File: src/ictp_pkg.sv
// Constants, timing helpers and register map of the serial control block.
// Assumes a 125 MHz system clock and an oscillator time unit of 38.1 ns.
`default_nettype none

package ictp_pkg;

  // ---------------------------------------------------------------------
  // Timing
  // ---------------------------------------------------------------------
  localparam int CLK_PERIOD_PS = 8000;
  localparam int OSC_PERIOD_PS = 38100;
  localparam int OSC_OVERHEAD = 5;
  // Oscillator period in system clocks, rounded up for a least time
  localparam int OSC_CYC = (OSC_PERIOD_PS + CLK_PERIOD_PS - 1) / CLK_PERIOD_PS;
  localparam int STRAP_SETTLE = 3;

  // ---------------------------------------------------------------------
  // Register map
  // ---------------------------------------------------------------------
  localparam logic [7:0] REG_CLOCK_HIGH_PERIOD = 8'h0B;
  localparam logic [7:0] REG_CLOCK_LOW_PERIOD = 8'h0C;
  // Standard-mode defaults give at least 5 us high time
  localparam logic [7:0] RST_CLOCK_HIGH_PERIOD = 8'h7F;
  localparam logic [7:0] RST_CLOCK_LOW_PERIOD = 8'h7F;
  // Suggested settings for fast and fast-plus modes
  localparam logic [7:0] FAST_HIGH = 8'h13;
  localparam logic [7:0] FAST_LOW = 8'h26;
  localparam logic [7:0] FASTP_HIGH = 8'h06;
  localparam logic [7:0] FASTP_LOW = 8'h0B;

  // ---------------------------------------------------------------------
  // Target addresses
  // ---------------------------------------------------------------------
  localparam logic [6:0] ADDR_LOWER = 7'h18;
  localparam logic [6:0] ADDR_UPPER = 7'h19;

  // ---------------------------------------------------------------------
  // Proxy commands
  // ---------------------------------------------------------------------
  typedef enum logic [1:0] {
    ICTP_CMD_START = 2'h0,
    ICTP_CMD_STOP = 2'h1,
    ICTP_CMD_WRITE = 2'h2,
    ICTP_CMD_READ = 2'h3
  } ictp_cmd_t;

  // Phase length in system clocks: (count + overhead) oscillator periods
  function automatic logic [15:0] ictp_phase_cycles(input logic [7:0] val);
    logic [15:0] units;
    units = {8'h00, val} + 16'(OSC_OVERHEAD);
    return 16'(units * 16'(OSC_CYC));
  endfunction : ictp_phase_cycles

endpackage : ictp_pkg

`default_nettype wire

File: src/ictp_proxy.sv
// Proxy controller: replays byte-level accesses on the local serial bus.
// Assumes open-drain pins with external pull-ups; inputs are asynchronous.
`default_nettype none

module ictp_proxy
  import ictp_pkg::*;
(
  // Clock and reset
  input wire logic clk_sys,
  input wire logic resetn,
  // Timing settings
  input wire logic [7:0] high_cnt,
  input wire logic [7:0] low_cnt,
  // Command port
  input wire logic cmd_valid,
  input wire logic [1:0] cmd,
  input wire logic [7:0] cmd_wdata,
  input wire logic cmd_last,
  output logic cmd_ready,
  output logic cmd_done,
  output logic [7:0] cmd_rdata,
  output logic cmd_nack,
  // Local bus pins
  input wire logic scl_i,
  input wire logic sda_i,
  output logic scl_oe,
  output logic sda_oe
);

  typedef enum logic [5:0] {
    PX_IDLE = 6'b00_0001,
    PX_ST_H = 6'b00_0010,
    PX_LOW = 6'b00_0100,
    PX_HIGH = 6'b00_1000,
    PX_SP_L = 6'b01_0000,
    PX_SP_H = 6'b10_0000
  } ictp_px_t;

  ictp_px_t st_q;
  logic [15:0] cnt_q;
  logic [3:0] bit_q;
  logic [7:0] tx_q;
  logic rd_q;
  logic last_q;
  logic scl_s1, scl_s2, sda_s1, sda_s2;

  // Pin synchronisers
  always_ff @(posedge clk_sys) begin
    scl_s1 <= scl_i;
    scl_s2 <= scl_s1;
    sda_s1 <= sda_i;
    sda_s2 <= sda_s1;
  end

  // Bit sequencer with programmed high and low phases
  always_ff @(posedge clk_sys) begin
    cmd_done <= 1'b0;
    if (!resetn) begin
      st_q <= PX_IDLE;
      cnt_q <= 16'h0000;
      bit_q <= 4'h0;
      tx_q <= 8'h00;
      rd_q <= 1'b0;
      last_q <= 1'b0;
      cmd_ready <= 1'b0;
      cmd_rdata <= 8'h00;
      cmd_nack <= 1'b0;
      scl_oe <= 1'b0;
      sda_oe <= 1'b0;
    end else begin
      case (st_q)
        PX_IDLE: begin
          cmd_ready <= ~cmd_valid;
          if (cmd_valid && cmd_ready) begin
            cmd_ready <= 1'b0;
            bit_q <= 4'h0;
            rd_q <= (cmd == ICTP_CMD_READ);
            last_q <= cmd_last;
            tx_q <= (cmd == ICTP_CMD_READ) ? 8'hFF : cmd_wdata;
            case (cmd)
              ICTP_CMD_START: begin
                sda_oe <= 1'b1; // RQ12
                cnt_q <= ictp_phase_cycles(high_cnt);
                st_q <= PX_ST_H;
              end
              ICTP_CMD_STOP: begin
                scl_oe <= 1'b1;
                sda_oe <= 1'b1;
                cnt_q <= ictp_phase_cycles(low_cnt);
                st_q <= PX_SP_L;
              end
              default: begin
                scl_oe <= 1'b1;
                sda_oe <= (cmd == ICTP_CMD_WRITE) & ~cmd_wdata[7];
                cnt_q <= ictp_phase_cycles(low_cnt); // RQ14
                st_q <= PX_LOW;
              end
            endcase
          end
        end
        PX_ST_H: begin
          if (cnt_q > 16'h0001) begin
            cnt_q <= cnt_q - 16'h0001;
          end else begin
            scl_oe <= 1'b1;
            cmd_done <= 1'b1;
            st_q <= PX_IDLE;
          end
        end
        PX_LOW: begin
          if (cnt_q > 16'h0001) begin
            cnt_q <= cnt_q - 16'h0001;
          end else begin
            scl_oe <= 1'b0;
            cnt_q <= ictp_phase_cycles(high_cnt); // RQ13
            st_q <= PX_HIGH;
          end
        end
        PX_HIGH: begin
          if (!scl_s2) begin
            cnt_q <= cnt_q; // RQ11
          end else if (cnt_q > 16'h0001) begin
            cnt_q <= cnt_q - 16'h0001;
          end else begin
            scl_oe <= 1'b1;
            bit_q <= bit_q + 4'h1;
            if (bit_q == 4'h8) begin
              cmd_nack <= sda_s2;
              sda_oe <= 1'b0;
              cmd_done <= 1'b1;
              st_q <= PX_IDLE;
            end else begin
              cmd_rdata <= {cmd_rdata[6:0], sda_s2};
              tx_q <= {tx_q[6:0], 1'b1};
              // Ack slot: a read acknowledges unless it is the last byte
              sda_oe <= (bit_q == 4'h7) ? (rd_q & ~last_q) : ~tx_q[6];
              cnt_q <= ictp_phase_cycles(low_cnt);
              st_q <= PX_LOW;
            end
          end
        end
        PX_SP_L: begin
          if (cnt_q > 16'h0001) begin
            cnt_q <= cnt_q - 16'h0001;
          end else begin
            scl_oe <= 1'b0;
            cnt_q <= ictp_phase_cycles(high_cnt);
            st_q <= PX_SP_H;
          end
        end
        PX_SP_H: begin
          if (cnt_q > 16'h0001) begin
            cnt_q <= cnt_q - 16'h0001;
          end else begin
            sda_oe <= 1'b0; // RQ10
            cmd_done <= 1'b1;
            st_q <= PX_IDLE;
          end
        end
        default: st_q <= PX_IDLE;
      endcase
    end
  end

  // ---------------------------------------------------------------------
  // Checks
  // ---------------------------------------------------------------------
  a_low_phase: assert property (@(posedge clk_sys) disable iff (!resetn) // RQ14
    (st_q == PX_LOW && cnt_q > 16'h0001) |=> scl_oe && st_q == PX_LOW)
    else $error("proxy released clock during low phase");
  a_high_phase: assert property (@(posedge clk_sys) disable iff (!resetn) // RQ13
    (st_q == PX_HIGH && cnt_q > 16'h0001) |=> !scl_oe)
    else $error("proxy pulled clock during high phase");
  a_high_load: assert property (@(posedge clk_sys) disable iff (!resetn) // RQ13
    (st_q == PX_LOW && cnt_q == 16'h0001) |=> cnt_q == ictp_phase_cycles(high_cnt))
    else $error("proxy high phase length wrong");
  c_stop_done: cover property (@(posedge clk_sys) disable iff (!resetn)
    st_q == PX_SP_H ##1 cmd_done);

endmodule : ictp_proxy

`default_nettype wire

File: src/ictp_top.sv
// Serial control target with strap capture, clock output and proxy controller.
// Assumes a comparator bank encodes the strap ratio range asynchronously.
`default_nettype none

// Function
// RQ1: Strap range selects target address 0x18/0x19
// RQ2: Strap range selects 1.8 V or 3.3 V
// RQ3: Evaluate strap ratio at power-up, latch settings
// RQ4: Strap pin becomes sensor clock afterwards
// RQ5: Detect start and stop while clock high
// RQ6: Acknowledge matching address by pulling data low
// RQ7: Leave data released on address mismatch
// RQ8: Acknowledge every received write byte
// RQ9: Controller acks reads, nacks last, stops
// RQ10: Transactions open with start, close with stop
// RQ11: Local controllers tolerate clock stretching (the proxy holds its count only in bit high phases, not in the stop high phase)
// RQ12: Proxy regenerates remote accesses on local bus
// RQ13: High phase is (count plus 5) oscillator periods
// RQ14: Low phase is (count plus 5) oscillator periods
// RQ15: Low count sets target data setup stretch
// RQ16: Defaults give at least 5 us high time
// RQ17: Suggested timing values per speed mode
// RQ18: Strap sampled once, held until power-up
module ictp_top
  import ictp_pkg::*;
#(
  parameter int CLKOUT_DIV = 4
)(
  // Clock and reset
  input wire logic clk_sys,
  input wire logic resetn,
  // Strap comparator and shared strap pin output
  input wire logic [1:0] strap_range_i,
  output logic address_strap_pin_o,
  output logic address_strap_pin_oe,
  output logic io_3v3_sel,
  // Target serial bus
  input wire logic scl_i,
  input wire logic sda_i,
  output logic scl_oe,
  output logic sda_oe,
  // Proxy command port
  input wire logic px_valid,
  input wire logic [1:0] px_cmd,
  input wire logic [7:0] px_wdata,
  input wire logic px_last,
  output logic px_ready,
  output logic px_done,
  output logic [7:0] px_rdata,
  output logic px_nack,
  // Local bus pins
  input wire logic lscl_i,
  input wire logic lsda_i,
  output logic lscl_oe,
  output logic lsda_oe
);

  if (CLKOUT_DIV < 2 || CLKOUT_DIV > 255) begin : g_chk
    $error("CLKOUT_DIV out of range");
  end

  typedef enum logic [6:0] {
    TG_IDLE = 7'b000_0001,
    TG_ADDR = 7'b000_0010,
    TG_ACK = 7'b000_0100,
    TG_RX = 7'b000_1000,
    TG_SETUP = 7'b001_0000,
    TG_TX = 7'b010_0000,
    TG_TXACK = 7'b100_0000
  } ictp_tg_t;

  // ---------------------------------------------------------------------
  // Strap capture and clock output
  // ---------------------------------------------------------------------
  logic [1:0] rng_s1, rng_s2, rng_q;
  logic [1:0] settle_q;
  logic done_q = 1'b0; // Power-up state; later resets keep the capture
  logic [6:0] addr_q;
  logic [7:0] div_q;

  // Strap synchroniser
  always_ff @(posedge clk_sys) begin
    rng_s1 <= strap_range_i;
    rng_s2 <= rng_s1;
  end

  // One-time capture after reset release
  always_ff @(posedge clk_sys) begin
    if (!resetn && !done_q) begin
      settle_q <= 2'h0;
    end else if (!done_q) begin
      settle_q <= settle_q + 2'h1;
    end
  end

  always_ff @(posedge clk_sys) begin
    if (!resetn && !done_q) begin
      done_q <= 1'b0;
      rng_q <= 2'h0;
      addr_q <= ADDR_LOWER;
      io_3v3_sel <= 1'b0;
    end else if (!done_q && settle_q == 2'(STRAP_SETTLE)) begin
      done_q <= 1'b1; // RQ18
      rng_q <= rng_s2; // RQ3
      addr_q <= rng_s2[0] ? ADDR_UPPER : ADDR_LOWER; // RQ1
      io_3v3_sel <= rng_s2[1]; // RQ2
    end
  end

  // Sensor reference clock divider
  always_ff @(posedge clk_sys) begin
    if (!resetn) begin
      div_q <= 8'h00;
      address_strap_pin_o <= 1'b0;
      address_strap_pin_oe <= 1'b0;
    end else begin
      address_strap_pin_oe <= done_q; // RQ4
      if (done_q) begin
        div_q <= (div_q == 8'(CLKOUT_DIV / 2 - 1)) ? 8'h00 : div_q + 8'h01;
        if (div_q == 8'(CLKOUT_DIV / 2 - 1)) begin
          address_strap_pin_o <= ~address_strap_pin_o;
        end
      end
    end
  end

  // ---------------------------------------------------------------------
  // Target bus front end
  // ---------------------------------------------------------------------
  logic scl_s1, scl_s2, scl_q, sda_s1, sda_s2, sda_q;
  logic rise, fall, start, stop;

  always_ff @(posedge clk_sys) begin
    scl_s1 <= scl_i;
    scl_s2 <= scl_s1;
    scl_q <= scl_s2;
    sda_s1 <= sda_i;
    sda_s2 <= sda_s1;
    sda_q <= sda_s2;
  end

  // Edge and condition decode
  assign rise = scl_s2 & ~scl_q;
  assign fall = ~scl_s2 & scl_q;
  assign start = scl_s2 & scl_q & sda_q & ~sda_s2; // RQ5
  assign stop = scl_s2 & scl_q & ~sda_q & sda_s2; // RQ5

  // ---------------------------------------------------------------------
  // Registers and target sequencer
  // ---------------------------------------------------------------------
  ictp_tg_t st_q;
  logic [3:0] bit_q;
  logic [7:0] sh_q, ptr_q, high_q, low_q;
  logic [15:0] cnt_q;
  logic rw_q, first_q;

  function automatic logic [7:0] rd_reg(input logic [7:0] a, input logic [7:0] h,
                                        input logic [7:0] l);
    case (a)
      REG_CLOCK_HIGH_PERIOD: rd_reg = h;
      REG_CLOCK_LOW_PERIOD: rd_reg = l;
      default: rd_reg = 8'h00;
    endcase
  endfunction : rd_reg

  always_ff @(posedge clk_sys) begin
    if (!resetn) begin
      st_q <= TG_IDLE;
      bit_q <= 4'h0;
      sh_q <= 8'h00;
      ptr_q <= 8'h00;
      cnt_q <= 16'h0000;
      rw_q <= 1'b0;
      first_q <= 1'b0;
      high_q <= RST_CLOCK_HIGH_PERIOD; // RQ16
      low_q <= RST_CLOCK_LOW_PERIOD; // RQ16
      sda_oe <= 1'b0;
      scl_oe <= 1'b0;
    end else if (start) begin
      st_q <= TG_ADDR; // RQ10
      bit_q <= 4'h0;
      first_q <= 1'b1;
      sda_oe <= 1'b0;
      scl_oe <= 1'b0;
    end else if (stop) begin
      st_q <= TG_IDLE; // RQ10
      sda_oe <= 1'b0;
      scl_oe <= 1'b0;
    end else begin
      case (st_q)
        TG_IDLE: begin
          sda_oe <= 1'b0;
          scl_oe <= 1'b0;
        end
        TG_ADDR, TG_RX: begin
          if (rise) begin
            sh_q <= {sh_q[6:0], sda_s2};
            bit_q <= bit_q + 4'h1;
          end else if (fall && bit_q == 4'h8) begin
            bit_q <= 4'h0;
            if (st_q == TG_ADDR) begin
              if (sh_q[7:1] == addr_q) begin
                rw_q <= sh_q[0];
                sda_oe <= 1'b1; // RQ6
                st_q <= TG_ACK;
              end else begin
                st_q <= TG_IDLE; // RQ7
              end
            end else begin
              if (first_q) begin
                ptr_q <= sh_q;
                first_q <= 1'b0;
              end else begin
                if (ptr_q == REG_CLOCK_HIGH_PERIOD) begin
                  high_q <= sh_q;
                end
                if (ptr_q == REG_CLOCK_LOW_PERIOD) begin
                  low_q <= sh_q;
                end
                ptr_q <= ptr_q + 8'h01;
              end
              sda_oe <= 1'b1; // RQ8
              st_q <= TG_ACK;
            end
          end
        end
        TG_ACK: begin
          if (fall) begin
            sda_oe <= 1'b0;
            if (rw_q) begin
              scl_oe <= 1'b1;
              sh_q <= rd_reg(ptr_q, high_q, low_q);
              cnt_q <= ictp_phase_cycles(low_q); // RQ15
              st_q <= TG_SETUP;
            end else begin
              st_q <= TG_RX;
            end
          end
        end
        TG_SETUP: begin
          sda_oe <= ~sh_q[7];
          if (cnt_q > 16'h0001) begin
            cnt_q <= cnt_q - 16'h0001;
          end else begin
            scl_oe <= 1'b0; // RQ15
            st_q <= TG_TX;
          end
        end
        TG_TX: begin
          if (rise) begin
            bit_q <= bit_q + 4'h1;
          end else if (fall) begin
            if (bit_q == 4'h8) begin
              bit_q <= 4'h0;
              sda_oe <= 1'b0;
              st_q <= TG_TXACK;
            end else begin
              sh_q <= {sh_q[6:0], 1'b1};
              sda_oe <= ~sh_q[6];
            end
          end
        end
        TG_TXACK: begin
          if (rise && sda_s2) begin
            st_q <= TG_IDLE; // RQ9
          end else if (fall) begin
            ptr_q <= ptr_q + 8'h01;
            scl_oe <= 1'b1;
            sh_q <= rd_reg(ptr_q + 8'h01, high_q, low_q);
            cnt_q <= ictp_phase_cycles(low_q); // RQ15
            st_q <= TG_SETUP;
          end
        end
        default: st_q <= TG_IDLE;
      endcase
    end
  end

  // ---------------------------------------------------------------------
  // Proxy controller
  // ---------------------------------------------------------------------
  ictp_proxy u_proxy (
    .clk_sys(clk_sys),
    .resetn(resetn),
    .high_cnt(high_q),
    .low_cnt(low_q),
    .cmd_valid(px_valid),
    .cmd(px_cmd),
    .cmd_wdata(px_wdata),
    .cmd_last(px_last),
    .cmd_ready(px_ready),
    .cmd_done(px_done),
    .cmd_rdata(px_rdata),
    .cmd_nack(px_nack),
    .scl_i(lscl_i),
    .sda_i(lsda_i),
    .scl_oe(lscl_oe),
    .sda_oe(lsda_oe)
  ); // RQ12

  // ---------------------------------------------------------------------
  // Checks
  // ---------------------------------------------------------------------
  a_start_enter: assert property (@(posedge clk_sys) disable iff (!resetn) // RQ5
    start |=> st_q == TG_ADDR && !sda_oe)
    else $error("start not recognised");
  a_stop_release: assert property (@(posedge clk_sys) disable iff (!resetn) // RQ10
    stop |=> st_q == TG_IDLE && !sda_oe && !scl_oe)
    else $error("stop did not release bus");
  a_addr_ack: assert property (@(posedge clk_sys) disable iff (!resetn) // RQ6
    (st_q == TG_ADDR && fall && !start && !stop && bit_q == 4'h8 && sh_q[7:1] == addr_q)
    |=> sda_oe && st_q == TG_ACK)
    else $error("matching address not acknowledged");
  a_addr_nack: assert property (@(posedge clk_sys) disable iff (!resetn) // RQ7
    (st_q == TG_ADDR && fall && !start && !stop && bit_q == 4'h8 && sh_q[7:1] != addr_q)
    |=> !sda_oe ##1 !sda_oe)
    else $error("foreign address acknowledged");
  a_write_ack: assert property (@(posedge clk_sys) disable iff (!resetn) // RQ8
    (st_q == TG_RX && fall && !start && !stop && bit_q == 4'h8) |=> sda_oe)
    else $error("write byte not acknowledged");
  a_setup_stretch: assert property (@(posedge clk_sys) disable iff (!resetn) // RQ15
    (st_q == TG_SETUP && cnt_q > 16'h0001 && !start && !stop) |=> scl_oe)
    else $error("clock released before setup done");
  a_strap_map: assert property (@(posedge clk_sys) disable iff (!resetn) // RQ1
    done_q |-> addr_q == (rng_q[0] ? ADDR_UPPER : ADDR_LOWER) && io_3v3_sel == rng_q[1])
    else $error("strap mapping wrong");
  a_strap_hold: assert property (@(posedge clk_sys) // RQ18
    $past(done_q) |-> done_q && $stable(rng_q) && $stable(addr_q))
    else $error("strap settings changed");
  a_clkout_gate: assert property (@(posedge clk_sys) disable iff (!resetn) // RQ4
    !done_q |=> !address_strap_pin_oe)
    else $error("clock output before strap capture");
  c_read_byte: cover property (@(posedge clk_sys) disable iff (!resetn)
    st_q == TG_SETUP ##[1:1000] st_q == TG_TXACK);
  c_write_reg: cover property (@(posedge clk_sys) disable iff (!resetn)
    st_q == TG_RX && !first_q ##[1:1000] st_q == TG_ACK);
  c_nack_addr: cover property (@(posedge clk_sys) disable iff (!resetn)
    st_q == TG_ADDR ##1 st_q == TG_IDLE);

endmodule : ictp_top

`default_nettype wire

File: config.mk
export PLATFORM = sky130hd
export DESIGN_NAME = ictp_top
export DESIGN_NICKNAME = d
export VERILOG_FILES = /design/src/ictp_pkg.sv /design/src/ictp_proxy.sv /design/src/ictp_top.sv
export SDC_FILE = /design/constraint.sdc
export NUM_CORES = 1
export LEC_CHECK = 0
export ABC_AREA = 0
export BUFFER_PORTS_ARGS = -buffer_cell sky130_fd_sc_hd__buf_4
export CORE_ASPECT_RATIO = 1.5
export CORE_UTILIZATION = 60
export DETAILED_ROUTE_END_ITERATION = 7
export PLACE_DENSITY_LB_ADDON = 0.25
export RECOVER_POWER = 25
export REMOVE_ABC_BUFFERS = 1
export SETUP_SLACK_MARGIN = 0.05
export SYNTH_ARGS = -nofsm -noshare
export SYNTH_HDL_FRONTEND = slang
export SYNTH_SLANG_ARGS = --single-unit
File: constraint.sdc
create_clock -name clk_sys -period 3.8 [get_ports clk_sys]
set_clock_uncertainty 0.1 [all_clocks]
set_input_delay 0.38 -clock clk_sys [delete_from_list [all_inputs] [get_ports clk_sys]]
set_output_delay 0.38 -clock clk_sys [all_outputs]
set_load 0.01 [all_outputs]
==> qor.yml, run 1 <==
status: "completed"
power_density_nw_per_um2: 483
post-cts-setup-buffers: 0
path_cells: "ha_1 > o21ai_0 > xnor2_1 > ha_1 > fa_1 > a21o_1 > a21oi_1 > o21bai_1 > a21oi_1 > xnor2_1 > a211o_1 > a32o_1"
seq_area_frac_synth_pct: 32.7
end_kind: "register"
core_sq_um: 14000
drc: 0
vias: 8012
place_inst: 1245
io_pins: 38
grt_pass1_wl_um: 36700
cts_buffer_depth: 2
syn_inst: 1077
critPathArrivalTime_ns: 3.64
synth_top_family_by_area: "simple AND/OR/NAND/NOR gates"
die_h_um: 148
synth-simple-area-share_pct: 24.8
synth_area_per_cell_sq_um: 7.96
grt_use_total_pct: 31.0
htreeDepth: 4
antenna_found_initial: 0
yosys_register_bits: 140
layout.nets: 1144
p_leak_nw: 3.85
critPathRequiredTime_ns: 4.01
drtIter0Drc: 420
clockRootBuffer: "clkbuf_16"
synth_warnings: 0
synth_edf_count: 0
clkTransAtPathRegs_ns: 0.06
syn_area_sq_um: 8580
synthMuxAreaShare_pct: 3.63
wl_per_cell_um: 16.9
n_antenna_cell: 0
slew_headroom_pct: 37.6
hold_viol_final: 0
dr.pass1.iters: 6
synth_compound_area_share_pct: 22.1
cts.sinks: 140
timing.final.max_slew_violations: 0
viasPerCell: 6.24
synth_ff_type: "dfxtp_1"
dp_hpwl_um: 15300
ant_nets: 0
fmax_mhz: 292
cp-start-kind: "register"
cts_made_buffers: 17
grt_pass1_vias: 7787
path_class: "reg2reg"
finalCritPeriodShare_pct: 90.0
port_buffers: 37
grt-ovfl-total: 0
synth_xor_area_share_pct: 5.62
gp_congestion: 0.925
rsz0062_at_grt: "no"
insertion_delay_ns: 0.42
max_cap_violations: 0
setup_viol: 0
nFillCells: 1223
syn2layout_area_growth_pct: 10.7
postRouteWirelength_um: 21700
synthAdderAreaFrac_pct: 6.88
initial_core_util_pct: 61.3
cts_tree: "done"
critPathSlowestCell: "dfxtp_1"
num_rows: 53
path_max_fanout: 9
ys_types: 78
final.setup.tns_ns: 0
critPathMaxStageDelay_ns: 0.51
die_w_um: 99.6
ir_worst_vdd_mv: 0.358
worstMarginPinSlew_ns: 0.930
hold_path_class: "in2reg"
fin_cells: 1283
final_layout_size_suffix_gt1_share_pct: 7.24
grt_max_degree: 60
die_area_sq_um: 14800
fin_crit_ns: 3.42
synthArstFlopShare_pct: 0
-- per-stage QoR --
stage	power, mW	setup slack (ns)	instance area [sq um]	hold slack, ns	util (%)
final	4.59	0.379	9490	0.0528	67.9
after global routing	4.83	0.156	9490	0.0524	67.9
after CTS	4.62	0.365	9560	0.0418	68.3
after detailed placement	2.89	0.399	8890	0.213	63.6
after global placement	2.88	0.507	8890	0.210	63.6
after floorplan	2.56	0.634	8310	0.210	-
-- layout by cell type, fill, tap and decap left out, types with 5 or more instances in the layout --
| cell type | n |
|---|---|
| o21ai_0 | 75 |
| o211a_1 | 7 |
| nor2_1 | 98 |
| nor4_1 | 21 |
| o211ai_1 | 11 |
| clkbuf_4 | 6 |
| nor3_1 | 29 |
| xor2_1 | 27 |
| a31oi_1 | 10 |
| clkbuf_1 | 23 |
| o22ai_1 | 10 |
| and3_1 | 8 |
| a222oi_1 | 5 |
| a21o_1 | 5 |
| mux2i_1 | 30 |
| or4_1 | 8 |
| nand4_1 | 8 |
| dfxtp_1 | 140 |
| clkbuf_16 | 17 |
| inv_1 | 28 |
| buf_4 | 21 |
| o21a_1 | 9 |
| and2_1 | 14 |
| o31ai_1 | 5 |
| dlygate4sd3_1 | 6 |
| nor2b_1 | 36 |
| a221oi_1 | 10 |
| nand2b_1 | 6 |
| nand2_1 | 123 |
| o21bai_1 | 6 |
| a22oi_1 | 9 |
| ha_1 | 44 |
| a21boi_0 | 6 |
| nand3_1 | 39 |
| or2_2 | 6 |
| a21oi_1 | 54 |
| a22o_1 | 5 |
| nor4b_1 | 7 |
| a211oi_1 | 10 |
| xnor2_1 | 28 |
-- Yosys cell counts (9+ instances only) --
cell type  instances  share of area [%]
o211ai_1          11               0.96
nand3_1           39                2.3
a221oi_1          11                1.1
dfxtp_1          140                 33
nor2b_1           36                2.6
ha_1              44                6.4
o22ai_1           10               0.73
a22oi_1            9               0.79
clkbuf_1          60                2.6
and2_1            14                1.0
nor3_1            29                1.7
mux2i_1           30                3.5
a31oi_1           10               0.73
a21oi_1           54                3.2
a211oi_1          10               0.88
o21a_1             9               0.79
xor2_1            27                2.8
inv_1             28                1.2
o21ai_0           75                4.4
xnor2_1           28                2.9
nand2_1          123                5.4
nor4_1            21                1.5
nor2_1            98                4.3
-- state kept, by name, indices dropped and copies added (netlist names), 4 cells and up --
name,flops
cnt_q,16
u_proxy.cnt_q,16
div_q,8
high_q,8
low_q,8
ptr_q,8
sh_q,8
u_proxy.cmd_rdata,8
st_q,7
u_proxy.tx_q,7
u_proxy.st_q,6
bit_q,4
u_proxy.bit_q,4
-- final cells by class --
cell class	count	area [sq um]	area share (%)
Clock buffer	26	499	5.26
Clock inverter	6	108	1.13
Tap cell	192	240	2.53
Sequential cell	140	2800	29.5
Timing Repair Buffer	51	330	3.48
Inverter	28	105	1.11
Multi-Input combinational cell	840	5410	57.0
-- repair_timing --
item | 4_1_cts | 5_1_grt
resized for setup | 0 | 0
setup endpoints to repair | 0 | 0
endpoints found under the hold margin | 6 | 0
hold buffers | 6 | 0
-- path summary, 6_finish.rpt --
| kind | slack, ns | cells past startpoint | startpoint | to |
|---|---|---|---|---|
| worst max register to register | 0.38 | 12 | low_q[0]$_SDFFE_PN1P_ | u_proxy.cnt_q[9]$_SDFFE_PN0P_ |
| worst max-delay path | 0.38 | 12 | low_q[0]$_SDFFE_PN1P_ | u_proxy.cnt_q[9]$_SDFFE_PN0P_ |
| worst min-delay path | 0.05 | 2 | px_valid | u_proxy.cmd_ready$_SDFFE_PN0P_ |
| worst min register to register | 0.22 | 0 | rng_s1[1]$_DFF_P_ | rng_s2[1]$_DFF_P_ |
-- cell families after synthesis --
kind of cell    Yosys count
fa+ha+maj                46
simple gates            426
buf+inv                  97
xor+xnor                 55
compound gates          282
flops                   140
mux                      31
-- critical path, delay by kind of cell, from the launching register on --
family,cells,cell delay (ns)
AO/OA/AOI/OAI,7,1.31
XOR/XNOR,2,0.29
adder cells (fa/ha/maj),3,1.10
flip-flops,1,0.51
-- report_power, final --
group | total (mW) | switching, mW | internal [mW]
combinational | 1.13 | 0.703 | 0.423
clock | 1.72 | 0.616 | 1.10
sequential | 1.75 | 0.147 | 1.60
total | 4.59 | 1.47 | 3.12
-- per-layer routing --
metal | up-vias | GRT usage, % | wire length, um
li1 | 3910 | - | -
met1 | 3714 | 33.3 | 8430
met2 | 285 | 54.4 | 11000
met3 | 103 | 4.51 | 995
met4 | 0 | 23.3 | 1290
met5 | - | 0 | 0
Note: power is estimated with default switching activity, not from simulation.
==> run 2, diff against run 1 <==
--- a/config.mk
+++ b/config.mk
@@ -9,11 +9,12 @@
 export BUFFER_PORTS_ARGS = -buffer_cell sky130_fd_sc_hd__buf_4
 export CORE_ASPECT_RATIO = 1.5
 export CORE_UTILIZATION = 60
+export CTS_BUF_LIST = sky130_fd_sc_hd__clkbuf_4
 export DETAILED_ROUTE_END_ITERATION = 7
 export PLACE_DENSITY_LB_ADDON = 0.25
-export RECOVER_POWER = 25
 export REMOVE_ABC_BUFFERS = 1
 export SETUP_SLACK_MARGIN = 0.05
+export SLEW_MARGIN = 5
 export SYNTH_ARGS = -nofsm -noshare
 export SYNTH_HDL_FRONTEND = slang
 export SYNTH_SLANG_ARGS = --single-unit
==> qor.yml, run 2 (same netlist as run 1, synthesis figures left out) <==
dr.pass1.iters: 5
total_power_mw: 3.89
critPathMaxStageDelay_ns: 0.53
postRouteWirelength_um: 21400
critPathArrivalTime_ns: 3.81
vias: 7988
fin_crit_ns: 3.45
post-cts-setup-buffers: 0
grt-ovfl-total: 0
cts_buffer_depth: 2
cts_resized: 0
port_buffers: 37
core_sq_um: 14000
io_pins: 38
grt_max_degree: 60
path_cells: "ha_1 > o21ai_0 > xnor2_1 > ha_1 > fa_1 > a21o_1 > a21oi_1 > o21bai_1 > a21oi_1 > xnor2_1 > a211o_1 > a32o_1"
num_rows: 53
path_max_fanout: 9
initial_core_util_pct: 61.3
final_layout_size_suffix_gt1_share_pct: 8.96
viasPerCell: 6.21
finalWorstSetupSlack_ns: 0.351
dp_hpwl_um: 15300
die_h_um: 148
layout_commonest_cell: "dfxtp_1"
syn2layout_area_growth_pct: 8.12
cp-start-kind: "register"
drtIter0Drc: 390
hold_viol_final: 0
status: "completed"
rsz0062_at_grt: "no"
fmax_mhz: 290
ir_worst_vdd_mv: 0.261
finalCritPeriodShare_pct: 90.8
grt_use_total_pct: 30.4
nFillCells: 1265
gp_congestion: 0.925
grt_pass1_wl_um: 36000
hold_path_class: "in2reg"
drt-met1-wl_um: 8380
clockRootBuffer: "clkbuf_4"
final.setup.tns_ns: 0
wl_per_cell_um: 16.7
routed-wl-met3_um: 926
power_density_nw_per_um2: 420
p_leak_nw: 3.80
ant_nets: 0
slew_headroom_pct: 37.0
top_layer_used: "met4"
antenna_found_initial: 1
cts_made_buffers: 17
die_w_um: 99.6
drc: 0
insertion_delay_ns: 0.57
path_class: "reg2reg"
wl_met2_um: 10800
worstMarginPinSlew_ns: 0.938
cts.sinks: 140
layout.nets: 1147
htreeDepth: 4
critPathRequiredTime_ns: 4.16
grt_pass1_vias: 7669
critPathSlowestCell: "dfxtp_1"
timing.final.max_slew_violations: 0
die_area_sq_um: 14800
end_kind: "register"
place_ws_ns: 0.399
max_cap_violations: 0
final_cell_mix: "dfxtp_1, nand2_1, nor2_1"
setup_viol: 0
clkTransAtPathRegs_ns: 0.12
reg.largest.list: "cnt_q (16), u_proxy.cnt_q (16)"
cts_tree: "done"
## run 2: changes by cell type in the layout (fill, tap and decap cells not counted), sizes merged
cell	before	now
clkbuf	50	22
clkinv	2	6
diode	0	1
buf	21	45
dlygate4sd3	6	9
## run 2: layout make-up
type / instances / area [sq um] / area share, %
inverter: 28 / 105 / 1.13
sequential: 140 / 2800 / 30.2
tap: 192 / 240 / 2.59
antenna: 1 / 2.50 / 0.0270
timing repair buffer: 54 / 428 / 4.61
clock buffer: 22 / 165 / 1.78
multi-input combinational: 840 / 5410 / 58.3
clock inverter: 10 / 123 / 1.32
## run 2: what timing repair did
action / in CTS / in global routing
setup endpoints to repair: 0 / 0
hold endpoints to repair: 9 / 0
hold buffers: 9 / 0
## run 2: path summary, 6_finish.rpt
kind                         start                             to  slack [ns]  depth (start not counted)
max reg2reg  low_q[0]$_SDFFE_PN1P_  u_proxy.cnt_q[9]$_SDFFE_PN0P_        0.35                         12
max          low_q[0]$_SDFFE_PN1P_  u_proxy.cnt_q[9]$_SDFFE_PN0P_        0.35                         12
min reg2reg      rng_s1[0]$_DFF_P_              rng_s2[0]$_DFF_P_        0.24                          0
min                    px_wdata[1]   u_proxy.tx_q[1]$_SDFFE_PN0P_        0.06                          4
## run 2: per-layer routing
metal  up-vias  GRT usage [%]
met4         0           22.1
met3        84           5.92
met2       264           52.6
li1       3914              -
met5         -              0
met1      3726           32.8
## run 2: through the flow
| step | instances | hold slack (ns) | area (sq um) | util [%] |
|---|---|---|---|---|
| after detailed placement | 1245 | 0.213 | 8890 | 63.6 |
| after CTS | 1286 | 0.0254 | 9270 | 66.3 |
| after global placement | 1245 | 0.210 | 8890 | 63.6 |
| final | 1287 | 0.0609 | 9280 | 66.3 |
| after floorplan | 1008 | 0.210 | 8310 | - |
| after global routing | 1287 | 0.0401 | 9280 | 66.3 |
## run 2: critical path: cells and delay by family (launching register included)
family | cells | cell delay (ns)
adders and majority gates | 3 | 1.10
AOI/OAI and AO/OA | 7 | 1.32
DFF | 1 | 0.53
xor gates and xnor gates | 2 | 0.30
## run 2: power by group
part,total (mW),switching (mW),internal (mW)
Clock,1.01,0.524,0.482
Combinational,1.14,0.699,0.443
Sequential,1.74,0.149,1.60
Total,3.89,1.37,2.52
==> run 3, diff against run 2 <==
==> constraint.sdc (replaced) <==
create_clock -name clk_sys -period 3.8 [get_ports clk_sys]
set_clock_uncertainty 0.1 [all_clocks]
set_input_delay 0.19 -clock clk_sys [delete_from_list [all_inputs] [get_ports clk_sys]]
set_output_delay 0.19 -clock clk_sys [all_outputs]
set_load 0.1 [all_outputs]
==> qor.yml, run 3 (same netlist as run 1, synthesis figures left out) <==
status: "completed"
p_leak_nw: 3.83
clockRootBuffer: "clkbuf_4"
final_cell_mix: "dfxtp_1, nand2_1, nor2_1"
gp_congestion: 0.910
crit_buf_inv: 1
gr-usage-met3_pct: 5.40
hold_viol_final: 0
path_max_fanout: 11
cts_buffer_depth: 2
port_buffers: 37
rrSetupSlack_ns: 0.33
grt_use_total_pct: 30.1
crit_family: "simple AND/OR/NAND/NOR gates"
nFillCells: 1234
cts.sinks: 140
insertion_delay_ns: 0.54
hp-start: "scl_i"
critPathRequiredTime_ns: 4.18
reg.largest.list: "cnt_q (16), u_proxy.cnt_q (16)"
vias: 7995
num_rows: 53
critPathMaxStageDelay_ns: 0.66
worstMarginPinSlew_ns: 0.973
core_sq_um: 14000
cts_resized: 0
viasPerCell: 6.17
critPathArrivalTime_ns: 3.85
fmax_mhz: 288
slew_headroom_pct: 34.7
end_kind: "register"
grt_pass1_vias: 7600
r2r_start: "u_proxy.cnt_q[6]$_SDFFE_PN0P_"
grt_max_degree: 58
htreeDepth: 4
timing.final.max_slew_violations: 0
critPathSlowestCell: "or4_1"
max_cap_violations: 0
dp_hpwl_um: 15300
grtUsageMet2_pct: 54.9
fin_crit_ns: 3.47
hold-worst-slack_ns: 0.185
dr.pass1.iters: 5
final.setup.tns_ns: 0
syn2layout_area_growth_pct: 8.75
path_class: "reg2reg"
top_usage_layer: "met2"
drtIter0Drc: 369
antenna_found_initial: 1
place_inst: 1248
cts_made_buffers: 17
power_density_nw_per_um2: 417
die_h_um: 148
met1_usage_pct: 31.7
drc: 0
grt-ovfl-total: 0
fin_cells: 1296
initial_core_util_pct: 61.3
hold_path_class: "in2reg"
regToRegEndpoint: "u_proxy.st_q[4]$_SDFFE_PN0P_"
cp-start-kind: "register"
wl_per_cell_um: 16.6
layout_commonest_cell: "dfxtp_1"
ant_nets: 0
grt_pass1_wl_um: 35600
total_power_mw: 3.89
die_w_um: 99.6
die_area_sq_um: 14800
postRouteWirelength_um: 21500
rr_worst_depth: 8
finalCritPeriodShare_pct: 91.3
clkTransAtPathRegs_ns: 0.11
layout.nets: 1161
min_delay_path_depth: 2
ir_worst_vdd_mv: 0.329
final_layout_size_suffix_gt1_share_pct: 8.79
path_cells: "or4_1 > nand2b_4 > nor4_2 > o21bai_1 > nor4b_1 > dlygate4sd3_1 > a21oi_1 > nor2b_1"
rsz0062_at_grt: "no"
io_pins: 38
cts_tree: "done"
holdPathEnd: "scl_s1$_DFF_P_"
setup_viol: 0
[run 3: through the flow]
| stage | util (%) | cell area (sq um) | setup slack [ns] |
|---|---|---|---|
| global route | 66.7 | 9330 | 0.0690 |
| detailed placement | 63.7 | 8920 | 0.509 |
| CTS | 66.7 | 9330 | 0.347 |
| finish | 66.7 | 9330 | 0.330 |
| floorplan | - | 8310 | 0.403 |
| global placement | 63.7 | 8920 | 0.569 |
[run 3: power by group]
part           leakage, nW  switching (mW)  internal (mW)
combinational         2.57           0.866          0.456
clock                0.123           0.497          0.327
sequential            1.14           0.150           1.60
total                 3.83            1.51           2.38
[run 3: area by class of cell]
cell class / instances / area (sq um) / area share, %
clock buffers: 21 / 158 / 1.69
inverters: 28 / 105 / 1.13
clock inverters: 6 / 51.3 / 0.550
diodes: 1 / 2.50 / 0.0268
multi-input cells: 840 / 5410 / 58.0
repair buffers: 68 / 561 / 6.01
flip-flops and latches: 140 / 2800 / 30.0
well taps: 192 / 240 / 2.58
[run 3: routing by layer]
layer | wire length, um | share of wire, % | vias to the layer above
met5 | 0 | 0 | -
met4 | 1010 | 4.7 | 0
met3 | 983 | 4.6 | 74
met2 | 11000 | 51 | 261
met1 | 8450 | 39 | 3728
li1 | - | - | 3932
[run 3: timing repair]
action	4_1_cts	5_1_grt
setup buffers	0	0
hold endpoints to repair	25	0
hold buffers	20	0
[run 3: how the worst max path moves through the flow]
stage	from	to	slack [ns]	cells after the start
2_1_floorplan	u_proxy.cmd_ready$_SDFFE_PN0P_	u_proxy.cnt_q[6]$_SDFFE_PN0P_	0.40	5
3_3_place_gp	high_q[0]$_SDFFE_PN1P_	u_proxy.cnt_q[9]$_SDFFE_PN0P_	0.57	12
3_5_place_dp	high_q[0]$_SDFFE_PN1P_	u_proxy.cnt_q[9]$_SDFFE_PN0P_	0.51	12
4_1_cts	u_proxy.cnt_q[6]$_SDFFE_PN0P_	u_proxy.st_q[4]$_SDFFE_PN0P_	0.35	8
5_1_grt	u_proxy.cnt_q[6]$_SDFFE_PN0P_	u_proxy.st_q[4]$_SDFFE_PN0P_	0.07	8
6_report	u_proxy.cnt_q[6]$_SDFFE_PN0P_	u_proxy.st_q[4]$_SDFFE_PN0P_	0.33	8
